==> src/rtl/vg_defs.svh <==
`ifndef VG_DEFS_SVH
`define VG_DEFS_SVH

// ************************************************************
// register offsets
// ************************************************************
`define VG_OFS_CHROMA_UPPER 8'h2d
`define VG_OFS_CHROMA_LOWER 8'h2e
`define VG_OFS_LUMA_UPPER 8'h2f
`define VG_OFS_LUMA_LOWER 8'h30
`define VG_OFS_SHADOW_UPPER 8'h31
`define VG_OFS_SHADOW_LOWER 8'h32
`define VG_OFS_MISC 8'h33
`define VG_OFS_SYNC_UPPER 8'h34
`define VG_OFS_SYNC_BEGIN_LOWER 8'h35
`define VG_OFS_SYNC_END_LOWER 8'h36

// ************************************************************
// field positions
// ************************************************************
`define VG_SPEED_HI 7
`define VG_SPEED_LO 6
`define VG_SURV_BIT 7
`define VG_PW_RATE_BIT 0
`define VG_LINE_RANGE_BIT 1
`define VG_MAX_LEVEL_HI 4
`define VG_MAX_LEVEL_LO 2
`define VG_COLOR_KILL_BIT 6
`define VG_SYNC_BEGIN_HI 7
`define VG_SYNC_BEGIN_LO 6
`define VG_SYNC_END_HI 5
`define VG_SYNC_END_LO 4

// ************************************************************
// reset values and fixed bits
// ************************************************************
`define VG_RST_GAIN 12'h000
`define VG_RST_SPEED 2'h0
`define VG_RST_MISC_BITS 1'h0
`define VG_RST_MAX_LEVEL 3'h0
`define VG_RST_SYNC_BEGIN 10'h001
`define VG_RST_SYNC_END 10'h000
`define VG_ONES_GAIN_UPPER 8'h30
`define VG_ONES_SHADOW_UPPER 8'h70
`define VG_ONES_MISC 8'ha0
`define VG_ONES_SYNC_UPPER 8'h0f

// ************************************************************
// mode codes and line range
// ************************************************************
`define VG_CHROMA_AUTO 2'h2
`define VG_LUMA_MANUAL 3'h0
`define VG_LUMA_PEAK 3'h5
`define VG_LUMA_AVERAGE 3'h6
`define VG_LUMA_FREEZE 3'h7
`define VG_LINE_FIRST 10'h021
`define VG_LINE_LAST_LONG 10'h136
`define VG_LINE_LAST_SHORT 10'h10e

// ************************************************************
// tracking time constants
// ************************************************************
`define VG_CLK_KHZ 25000
`define VG_TC_SLOW_MS 2000
`define VG_TC_MEDIUM_MS 1000
`define VG_TC_FAST_MS 200

`endif

==> src/rtl/vg_pkg.sv <==
package vg_pkg;

    typedef struct packed {
        logic [7:0] addr;
        logic [7:0] wdata;
        logic wr;
        logic rd;
    } vg_bus_req_t;

    typedef struct packed {
        logic [11:0] manual_gain;
        logic [1:0] speed;
        logic track_tick;
    } vg_gain_cfg_t;

    typedef enum logic [1:0] {
        VG_SPEED_SLOW = 2'b00,
        VG_SPEED_MEDIUM = 2'b01,
        VG_SPEED_FAST = 2'b10,
        VG_SPEED_QUALITY = 2'b11
    } vg_speed_t;

endpackage

==> src/rtl/vg_regs.sv <==
`timescale 1ns/1ps
`include "vg_defs.svh"

module vg_regs #(
    parameter int TC_SLOW_CYC = `VG_TC_SLOW_MS * `VG_CLK_KHZ,
    parameter int TC_MEDIUM_CYC = `VG_TC_MEDIUM_MS * `VG_CLK_KHZ,
    parameter int TC_FAST_CYC = `VG_TC_FAST_MS * `VG_CLK_KHZ
) (
    input wire logic core_clk,
    input wire logic rst,
    input vg_pkg::vg_bus_req_t bus_req,
    output logic [7:0] rd_data,
    input wire logic [1:0] chroma_gain_mode,
    input wire logic [2:0] luma_gain_mode,
    input wire logic [11:0] chroma_gain_used,
    input wire logic [11:0] luma_gain_used,
    input wire logic [1:0] video_quality_measure,
    input wire logic is_pal,
    input wire logic line_start,
    input wire logic field_start,
    input wire logic [9:0] line_number,
    input wire logic hsync_ref,
    input wire logic pix_en,
    output vg_pkg::vg_gain_cfg_t chroma_cfg,
    output vg_pkg::vg_gain_cfg_t luma_cfg,
    output logic luma_update,
    output logic avg_measure_en,
    output logic [7:0] max_input_level,
    output logic color_kill_en,
    output logic surveillance_update_enable,
    output logic hsync_out
);

    // ************************************************************
    // functions
    // ************************************************************
    function automatic logic [25:0] tc_period(input logic [1:0] speed, input logic [1:0] qual);
        logic [1:0] sel;
        sel = (speed == vg_pkg::VG_SPEED_QUALITY) ? ((qual > 2'h2) ? 2'h2 : qual) : speed;
        case (sel)
            2'h0: tc_period = 26'(TC_SLOW_CYC - 1);
            2'h1: tc_period = 26'(TC_MEDIUM_CYC - 1);
            default: tc_period = 26'(TC_FAST_CYC - 1);
        endcase
    endfunction

    function automatic logic [7:0] level_limit(input logic [2:0] code, input logic pal);
        case (code)
            3'h0: level_limit = pal ? 8'h85 : 8'h7a;
            3'h1: level_limit = pal ? 8'h7d : 8'h73;
            3'h2: level_limit = pal ? 8'h78 : 8'h6e;
            3'h3: level_limit = pal ? 8'h73 : 8'h69;
            3'h4: level_limit = pal ? 8'h6e : 8'h64;
            3'h5: level_limit = pal ? 8'h69 : 8'h64;
            default: level_limit = 8'h64;
        endcase
    endfunction

    // ************************************************************
    // register storage
    // ************************************************************
    logic [11:0] chroma_manual_gain;
    logic [1:0] chroma_gain_speed;
    logic [11:0] luma_manual_gain;
    logic [1:0] luma_gain_speed;
    logic [11:0] luma_shadow_gain;
    logic shadow_pending;
    logic peak_white_update_rate;
    logic brightness_line_range;
    logic [2:0] max_input_code;
    logic [9:0] sync_begin_position;
    logic [9:0] sync_end_position;
    logic wr_hit;
    logic shadow_load;
    logic chroma_auto;
    logic luma_auto;

    assign wr_hit = bus_req.wr;
    assign chroma_auto = (chroma_gain_mode == `VG_CHROMA_AUTO);
    assign luma_auto = (luma_gain_mode != `VG_LUMA_MANUAL) && (luma_gain_mode != `VG_LUMA_FREEZE);
    // shadow copy waits for a field boundary so the gain never steps mid-picture
    assign shadow_load = shadow_pending && field_start && surveillance_update_enable
        && (luma_gain_mode == `VG_LUMA_MANUAL);

    always_ff @(posedge core_clk) begin
        if (rst) begin
            chroma_manual_gain <= `VG_RST_GAIN;
            chroma_gain_speed <= `VG_RST_SPEED;
        end else if (wr_hit && bus_req.addr == `VG_OFS_CHROMA_UPPER) begin
            chroma_manual_gain[11:8] <= bus_req.wdata[3:0];
            chroma_gain_speed <= bus_req.wdata[`VG_SPEED_HI:`VG_SPEED_LO];
        end else if (wr_hit && bus_req.addr == `VG_OFS_CHROMA_LOWER) begin
            chroma_manual_gain[7:0] <= bus_req.wdata;
        end
    end

    always_ff @(posedge core_clk) begin
        if (rst) begin
            luma_manual_gain <= `VG_RST_GAIN;
            luma_gain_speed <= `VG_RST_SPEED;
        end else if (wr_hit && bus_req.addr == `VG_OFS_LUMA_UPPER) begin
            luma_manual_gain[11:8] <= bus_req.wdata[3:0];
            luma_gain_speed <= bus_req.wdata[`VG_SPEED_HI:`VG_SPEED_LO];
        end else if (wr_hit && bus_req.addr == `VG_OFS_LUMA_LOWER) begin
            luma_manual_gain[7:0] <= bus_req.wdata;
        end else if (shadow_load) begin
            luma_manual_gain <= luma_shadow_gain;
        end
    end

    always_ff @(posedge core_clk) begin
        if (rst) begin
            luma_shadow_gain <= `VG_RST_GAIN;
            surveillance_update_enable <= `VG_RST_MISC_BITS;
        end else if (wr_hit && bus_req.addr == `VG_OFS_SHADOW_UPPER) begin
            luma_shadow_gain[11:8] <= bus_req.wdata[3:0];
            surveillance_update_enable <= bus_req.wdata[`VG_SURV_BIT];
        end else if (wr_hit && bus_req.addr == `VG_OFS_SHADOW_LOWER) begin
            luma_shadow_gain[7:0] <= bus_req.wdata;
        end
    end

    // a new lower-byte write wins over the load that consumes the old one
    always_ff @(posedge core_clk) begin
        if (rst) begin
            shadow_pending <= 1'b0;
        end else if (wr_hit && bus_req.addr == `VG_OFS_SHADOW_LOWER) begin
            shadow_pending <= 1'b1;
        end else if (shadow_load) begin
            shadow_pending <= 1'b0;
        end
    end

    always_ff @(posedge core_clk) begin
        if (rst) begin
            peak_white_update_rate <= `VG_RST_MISC_BITS;
            brightness_line_range <= `VG_RST_MISC_BITS;
            max_input_code <= `VG_RST_MAX_LEVEL;
            color_kill_en <= `VG_RST_MISC_BITS;
        end else if (wr_hit && bus_req.addr == `VG_OFS_MISC) begin
            peak_white_update_rate <= bus_req.wdata[`VG_PW_RATE_BIT];
            brightness_line_range <= bus_req.wdata[`VG_LINE_RANGE_BIT];
            max_input_code <= bus_req.wdata[`VG_MAX_LEVEL_HI:`VG_MAX_LEVEL_LO];
            color_kill_en <= bus_req.wdata[`VG_COLOR_KILL_BIT];
        end
    end

    always_ff @(posedge core_clk) begin
        if (rst) begin
            sync_begin_position <= `VG_RST_SYNC_BEGIN;
            sync_end_position <= `VG_RST_SYNC_END;
        end else if (wr_hit && bus_req.addr == `VG_OFS_SYNC_UPPER) begin
            sync_begin_position[9:8] <= bus_req.wdata[`VG_SYNC_BEGIN_HI:`VG_SYNC_BEGIN_LO];
            sync_end_position[9:8] <= bus_req.wdata[`VG_SYNC_END_HI:`VG_SYNC_END_LO];
        end else if (wr_hit && bus_req.addr == `VG_OFS_SYNC_BEGIN_LOWER) begin
            sync_begin_position[7:0] <= bus_req.wdata;
        end else if (wr_hit && bus_req.addr == `VG_OFS_SYNC_END_LOWER) begin
            sync_end_position[7:0] <= bus_req.wdata;
        end
    end

    // ************************************************************
    // read port
    // ************************************************************
    // gain registers read the gain in use, not what was written
    always_ff @(posedge core_clk) begin
        if (rst) begin
            rd_data <= 8'h00;
        end else if (bus_req.rd) begin
            case (bus_req.addr)
                `VG_OFS_CHROMA_UPPER: rd_data <= {chroma_gain_speed, 2'h0, chroma_gain_used[11:8]}
                    | `VG_ONES_GAIN_UPPER;
                `VG_OFS_CHROMA_LOWER: rd_data <= chroma_gain_used[7:0];
                `VG_OFS_LUMA_UPPER: rd_data <= {luma_gain_speed, 2'h0, luma_gain_used[11:8]}
                    | `VG_ONES_GAIN_UPPER;
                `VG_OFS_LUMA_LOWER: rd_data <= luma_gain_used[7:0];
                `VG_OFS_SHADOW_UPPER: rd_data <= {surveillance_update_enable, 3'h0,
                    luma_gain_used[11:8]} | `VG_ONES_SHADOW_UPPER;
                `VG_OFS_SHADOW_LOWER: rd_data <= luma_gain_used[7:0];
                `VG_OFS_MISC: rd_data <= {2'h0, color_kill_en, max_input_code,
                    brightness_line_range, peak_white_update_rate} | `VG_ONES_MISC;
                `VG_OFS_SYNC_UPPER: rd_data <= {sync_begin_position[9:8],
                    sync_end_position[9:8], 4'h0} | `VG_ONES_SYNC_UPPER;
                `VG_OFS_SYNC_BEGIN_LOWER: rd_data <= sync_begin_position[7:0];
                `VG_OFS_SYNC_END_LOWER: rd_data <= sync_end_position[7:0];
                default: rd_data <= 8'h00;
            endcase
        end else begin
            rd_data <= 8'h00;
        end
    end

    // ************************************************************
    // tracking tick dividers
    // ************************************************************
    logic [25:0] chroma_div;
    logic [25:0] luma_div;
    logic chroma_tick;
    logic luma_tick;

    // divider held in reset outside auto mode so a mode change starts a clean period
    always_ff @(posedge core_clk) begin
        if (rst || !chroma_auto) begin
            chroma_div <= 26'h0;
            chroma_tick <= 1'b0;
        end else if (chroma_div >= tc_period(chroma_gain_speed, video_quality_measure)) begin
            chroma_div <= 26'h0;
            chroma_tick <= 1'b1;
        end else begin
            chroma_div <= chroma_div + 26'h1;
            chroma_tick <= 1'b0;
        end
    end

    always_ff @(posedge core_clk) begin
        if (rst || !luma_auto) begin
            luma_div <= 26'h0;
            luma_tick <= 1'b0;
        end else if (luma_div >= tc_period(luma_gain_speed, video_quality_measure)) begin
            luma_div <= 26'h0;
            luma_tick <= 1'b1;
        end else begin
            luma_div <= luma_div + 26'h1;
            luma_tick <= 1'b0;
        end
    end

    assign chroma_cfg = '{manual_gain: chroma_manual_gain, speed: chroma_gain_speed,
        track_tick: chroma_tick};
    assign luma_cfg = '{manual_gain: luma_manual_gain, speed: luma_gain_speed,
        track_tick: luma_tick};

    // ************************************************************
    // measurement controls
    // ************************************************************
    always_ff @(posedge core_clk) begin
        if (rst) begin
            luma_update <= 1'b0;
            avg_measure_en <= 1'b0;
            max_input_level <= 8'h00;
        end else begin
            luma_update <= (luma_gain_mode == `VG_LUMA_PEAK || luma_gain_mode == `VG_LUMA_AVERAGE)
                && (peak_white_update_rate ? field_start : line_start);
            avg_measure_en <= (line_number >= `VG_LINE_FIRST) && (line_number <=
                (brightness_line_range ? `VG_LINE_LAST_SHORT : `VG_LINE_LAST_LONG));
            max_input_level <= level_limit(max_input_code, is_pal);
        end
    end

    // ************************************************************
    // sync output placement
    // ************************************************************
    logic hsync_ref_prev;
    logic [9:0] pix_count;
    logic counting;

    always_ff @(posedge core_clk) begin
        if (rst) begin
            hsync_ref_prev <= 1'b0;
            pix_count <= 10'h0;
            counting <= 1'b0;
        end else begin
            hsync_ref_prev <= hsync_ref;
            if (hsync_ref_prev && !hsync_ref) begin
                pix_count <= 10'h0;
                counting <= 1'b1;
            end else if (counting && pix_en) begin
                // count stops at 1023; a line longer than 1023 pixels clears counting, which forces hsync_out low
                if (pix_count == 10'h3ff) begin
                    counting <= 1'b0;
                end else begin
                    pix_count <= pix_count + 10'h1;
                end
            end
        end
    end

    always_ff @(posedge core_clk) begin
        if (rst) begin
            hsync_out <= 1'b0;
        end else begin
            hsync_out <= counting && (pix_count >= sync_begin_position)
                && (pix_count < sync_end_position);
        end
    end

    // ************************************************************
    // checks
    // ************************************************************
    chroma_tick_mode_a: assert property (@(posedge core_clk) disable iff (rst)
        chroma_tick |-> $past(chroma_auto)) else $error("chroma tick outside auto mode");
    luma_tick_mode_a: assert property (@(posedge core_clk) disable iff (rst)
        luma_tick |-> $past(luma_auto)) else $error("luma tick outside auto mode");
    chroma_lower_wr_a: assert property (@(posedge core_clk) disable iff (rst)
        bus_req.wr && bus_req.addr == `VG_OFS_CHROMA_LOWER |=> chroma_cfg.manual_gain[7:0]
        == $past(bus_req.wdata)) else $error("chroma lower byte not stored");
    gain_readback_a: assert property (@(posedge core_clk) disable iff (rst)
        bus_req.rd && bus_req.addr == `VG_OFS_LUMA_LOWER |=> rd_data == $past(luma_gain_used[7:0]))
        else $error("luma readback not gain in use");
    shadow_gate_a: assert property (@(posedge core_clk) disable iff (rst)
        !surveillance_update_enable && !(bus_req.wr && (bus_req.addr == `VG_OFS_LUMA_UPPER
        || bus_req.addr == `VG_OFS_LUMA_LOWER)) |=> $stable(luma_cfg.manual_gain))
        else $error("shadow update while disabled");
    update_rate_a: assert property (@(posedge core_clk) disable iff (rst)
        luma_update |-> $past(peak_white_update_rate ? field_start : line_start))
        else $error("luma update at wrong rate");
    line_range_a: assert property (@(posedge core_clk) disable iff (rst)
        ##1 $past(line_number) == 10'h137 |-> !avg_measure_en)
        else $error("line 311 inside brightness window");
    level_pal_a: assert property (@(posedge core_clk) disable iff (rst)
        max_input_code == 3'h0 && is_pal ##1 max_input_code == 3'h0 |-> max_input_level == 8'h85)
        else $error("max level code 0 not 133 for pal");
    sync_window_a: assert property (@(posedge core_clk) disable iff (rst)
        hsync_out |-> $past(pix_count) >= $past(sync_begin_position) && $past(counting))
        else $error("sync output before begin position");

endmodule

==> config.mk <==
export PLATFORM = sky130hd
export DESIGN_NAME = vg_regs
export DESIGN_NICKNAME = d
export VERILOG_FILES = /design/src/rtl/vg_pkg.sv /design/src/rtl/vg_regs.sv
export VERILOG_INCLUDE_DIRS = /design/src /design/src/rtl
export SDC_FILE = /design/constraint.sdc
export NUM_CORES = 1
export LEC_CHECK = 0
export ABC_AREA = 0
export BUFFER_PORTS_ARGS = -buffer_cell sky130_fd_sc_hd__buf_2
export CORE_MARGIN = 2
export CORE_UTILIZATION = 62
export CTS_CLUSTER_SIZE = 14
export DETAILED_ROUTE_END_ITERATION = 6
export PLACE_DENSITY_LB_ADDON = 0.15
export SYNTH_ARGS = -nofsm -noshare
export SYNTH_HDL_FRONTEND = slang
export SYNTH_SLANG_ARGS = --single-unit
==> constraint.sdc <==
create_clock -name core_clk -period 8.5 [get_ports core_clk]
set_clock_uncertainty 0.15 [all_clocks]
set_input_delay 1.7 -clock core_clk [delete_from_list [all_inputs] [get_ports core_clk]]
set_output_delay 1.7 -clock core_clk [all_outputs]
set_load 0.02 [all_outputs]
# After elaboration in Yosys (flattened, before gate mapping)
# Cells that the tools add are included.
[word_totals]
word_cells = 149
reg_bits = 153
in_bits = 66
[op_classes]
reduce_logical = 49
add_sub_neg = 3
n_mux = 28
n_eq_ne = 25
magnitude_cmp = 7
n_bitwise = 7
[ops]
columns = ["op", "n"]
rows = [
  ["case mux 26 bit (2 select lines)", 2],
  ["equality test 8 x 6 -> 1 bit (second input constant)", 10],
  ["case mux 8 bit (9 select lines)", 1],
  ["adder 26 x 1 -> 26 bit (second input constant)", 2],
  [">= comparator 26 bit", 2],
  ["two-way mux 26 bit", 2],
  ["case mux 8 bit (6 select lines)", 1],
  ["logical AND 1 bit", 20],
  ["two-way mux 4 bit", 5],
  ["two-way mux 8 bit", 2],
  ["AND reduction 2 bit", 7],
  ["equality test 3 bit (second input constant)", 4],
  ["two-way mux 12 bit", 1],
  ["adder 10 x 1 -> 10 bit (second input constant)", 1],
  ["equality test 10 bit (second input constant)", 1],
  [">= comparator 10 bit", 1],
  [">= comparator 10 x 6 -> 1 bit (second input constant)", 1],
  ["less-or-equal comparator 10 x 9 -> 1 bit", 1],
  ["< comparator 10 bit", 1],
  ["two-way mux 5 bit", 2],
  ["nonzero test 2 bit", 5],
  ["OR reduction 2 bit", 5],
  ["two-way mux 1 bit", 8],
  ["inverter 1 bit", 7],
  ["other kinds (15)", 27],
]

# Longest topological paths before layout
[logic_depth]
word_depth = 8
mapped_depth = 13
ltp_nobuf = 12

# Least setup slack after synthesis
# Ideal clock, no wire load.
[synth_timing]
path_kind = "input-to-reg"
startpoint = "input port video_quality_measure[1]"
endpoint = "register luma_div[16]"
slack_ns = 4.406
arrival_ns = 3.816
setup_time_ns = 0.128
path_stages = 11
cell_sequence = "o21ai_0 -> inv_1 -> a21oi_1 -> inv_1 -> ha_1 -> nand4_1 -> a2111oi_0 -> a21oi_1 -> nand2_1 -> clkbuf_1 -> nor2_1"
[synth_between]
elab_chain_len = 8
[synth_lines]
columns = ["item", "line", "text"]
rows = [
  ["start: declaration", "vg_regs.sv:17", "input wire logic [1:0] video_quality_measure,"],
  ["> comparator 2 bit", "vg_regs.sv:39", "sel = (speed == vg_pkg::VG_SPEED_QUALITY) ? ((qual > 2'h2) ? 2'h2 : qual) : speed;"],
  ["two-way mux 2 bit (*) (2 in a row)", "vg_regs.sv:39", ""],
  ["equality test 2 x 1 -> 1 bit / zero test 2 bit (equally long branches)", "vg_regs.sv:40", "case (sel)"],
  ["case mux 26 bit (2 select lines) (*)", "vg_regs.sv:40", ""],
  ["two-way mux 26 bit (*)", "vg_regs.sv:216", "if (rst || !luma_auto) begin"],
  [">= comparator 26 bit (*)", "vg_regs.sv:219", "end else if (luma_div >= tc_period(luma_gain_speed, video_quality_measure)) begin"],
  ["OR reduction 2 bit (no source line) (*)", "--", ""],
  ["end signal: assignment", "vg_regs.sv:223", "luma_div <= luma_div + 26'h1;"],
  ["end: declaration", "vg_regs.sv:197", "logic [25:0] luma_div;"],
]
# Mark *: on every way between the ends. The rest lies on a longest branch, timed or not. The select of a mux whose other input is x is not followed.
# A chain may end at the register's enable or synchronous reset.

# Worst setup path in the final report
[layout_timing]
startpoint = "input port video_quality_measure[1]"
endpoint = "register luma_div[17]"
# The elaborated chain is that of the path after synthesis.

==> run metrics <==
pin count of the biggest net entering global routing=77; # H-tree levels=4; Total Routing Usage GR=0.2877; yosys warns=0; clock root buffer=clkbuf_16; PD cells=about 180 nW/um2; Placeable Area=approximately 13000 um2; Area growth, synth to finish=15.69%; initial core utilization=0.6307; fin crit share=0.5037; Syn Inst Count=918; I/O pin total=117; synthesized area per cell=8.600 um2; Seq/Total Area, Yosys=0.3854; die area=between 10000 and 15000 um2; total power=between 1.5 and 2 mW; commonest cells in the netlist=152 x dfxtp_1, 109 x nor2_1, 93 x nand2_1; fill cell count=approximately 1000; Post-Synthesis Net Count=around 1000; fin. max-slew vios=0; Post-synth EDFFs=0; Area contributors post-synth=dfxtp_1 39%, ha_1 7.9%, mux2i_1 5.8%, nor2_1 5.2%, nand2_1 4.4%; Max Clock Freq=approximately 0.23 GHz; PostCTS Resize Cnt=0; DP Wirelength=~14000 um; Finish-stage setup viols=0; number of max-cap violations=0; crit path launch type=input port; global route overflow=0; fraction of registers with async set/reset=0; worst-case vdd ir drop=0.0001251 V; layout cell share with drive strength beyond 1=0.1680; CTS clock-pin slew for the worst setup and hold paths=roughly 0.06 ns; crit path DAT=about 4.4 ns; first-pass GRT wire length=between 30000 and 40000 um; per-cell routed wire length=approximately 17 um; most frequent cell after synthesis=dfxtp_1; Hold Path Depth=2; CTS tree=done; initial antenna violation count=0; number of global-route vias before repair=approximately 6200; worst r2r path cells=11; clk_lat worst skew=about 0.43 ns; Yosys reg bits=152; Slew @ Worst Pin=1.070 ns; Setup CP Type=input port to flop; hold_buf cts=0; global placement routability congestion=0.9142; unrepaired setup endpoints after global routing=no; post-route minimum period=4.281 ns; Top FF cell, synth=dfxtp_1; hold crit path type=flop to flop; Via density=between 5 and 6; via count=just over 7000; status=complete, no violations; Synth area leader=dfxtp_1; Initial DRC Count=approximately 550; # diodes=0; Netlist cell types=62; Crit Path Max Fanout=25; First-pass DRT Iterations=7; Antenna Violating Nets Remaining=0; final net count=about 1100; port bufs=116; Lkg Pwr=3.638 nW; Post-Syn Area=between 7000 and 8000 um2; die width=116.8 um; CP Capture Type=flop; number of buffers created by CTS=17; drt drc=0; Slew headroom=0.2847; Detailed Route WL=around 20000 um; Cell Rows=just over 40; CTS Buffer Depth=2; Worst EP required=between 8 and 9 ns; setup_tns=0 ns; Final Hold Fails=0; Die Ht=around 120 um; Sink Count=around 150; area share of the largest cell type after synthesis=0.3854; Setup Buffers After CTS=0
==> worst max-delay path, cell delays in order <==
cell and delay (ns):
buf_2 0.11, o21ai_0 0.28, inv_1 0.17, a21oi_1 0.25, inv_1 0.16, ha_1 0.32
nand4_1 0.09, a2111oi_0 0.40, a21oi_1 0.16, nand2_1 0.63, nor2_1 0.13
==> cells by family (layout without fill, tap and decap cells) <==
kind of cell	Yosys count	in the layout	share of synthesized area
AO/OA/AOI/OAI	155	155	0.1346
XOR/XNOR	59	59	0.06545
adder cells (fa/ha/maj)	50	50	0.07924
buffers and inverters	85	185	0.04421
flip-flops	152	152	0.3854
multiplexers	47	47	0.05975
AND/OR/NAND/NOR	370	370	0.2314
==> placed cells by master, fill, tap and decap left out, drive strengths merged, types with 9 or more instances in the layout <==
master / Yosys / routed
xnor2: 20 / 20
clkbuf: 39 / 18
dfxtp: 152 / 152
nor2: 109 / 109
nand3: 47 / 47
xor2: 39 / 39
a211oi: 18 / 18
nand4: 22 / 22
o21ai: 22 / 22
nor4: 32 / 32
inv: 32 / 33
nand2b: 9 / 9
buf: 13 / 120
and3: 14 / 14
a21oi: 51 / 51
nand2: 93 / 93
a31oi: 9 / 9
mux2i: 46 / 46
nor3: 13 / 13
ha: 50 / 50
==> state kept, by name, summed over array words and instances (netlist names), 2 cells and up <==
name and count:
max_input_level 7, max_input_code 3, luma_shadow_gain 12, chroma_div 26, chroma_manual_gain 12, luma_gain_speed 2, sync_end_position 10, luma_div 26
pix_count 10, sync_begin_position 10, chroma_gain_speed 2, luma_manual_gain 12, rd_data 8
==> report_power, final <==
group	switching (mW)	internal (mW)
combinational	0.0520	0.0258
sequential	0.00308	0.717
clock	0.311	0.501
==> metal layers <==
metal | part of all wire | vias to the layer above | GRT usage
li1 | - | 3445 | -
met1 | 0.46 | 3290 | 0.3962
met2 | 0.44 | 292 | 0.4536
met3 | 0.080 | 42 | 0.05664
met4 | 0.021 | 0 | 0.1012
met5 | 0 | - | 0
==> per-stage QoR <==
step / util / area (um2) / hold slack [ns] / setup WS (ns) / instances
final: 0.7297 / 9134 / 0.3048 / 4.219 / 1190
after global routing: 0.7297 / 9134 / 0.3180 / 3.827 / 1190
after CTS: 0.7297 / 9134 / 0.3050 / 4.196 / 1190
after floorplan: - / 7895 / 0.2860 / 4.406 / 918
after detailed placement: 0.6787 / 8496 / 0.2968 / 3.790 / 1158
after global placement: 0.6787 / 8496 / 0.2923 / 3.896 / 1158
==> final cells by class <==
type                    count  area (um2)  area share
multi-input cells         681        4503      0.4930
flip-flops and latches    152        3043      0.3332
clock inverters            14       198.9     0.02178
clock buffers              18       439.2     0.04808
repair buffers            120       610.6     0.06685
well taps                 172       215.2     0.02356
inverters                  33       123.9     0.01356
==> path summary, 6_finish.rpt <==
path	start	to	slack, ns
worst min register to register	luma_shadow_gain[7]$_SDFFE_PP0P_	luma_shadow_gain[7]$_SDFFE_PP0P_	0.30
worst max register to register	luma_gain_speed[0]$_SDFFE_PP0P_	luma_div[17]$_SDFF_PP0_	5.06
worst min-delay path	luma_shadow_gain[7]$_SDFFE_PP0P_	luma_shadow_gain[7]$_SDFFE_PP0P_	0.30
worst max-delay path	video_quality_measure[1]	luma_div[17]$_SDFF_PP0_	4.22
(Power assumes the default switching activity.)
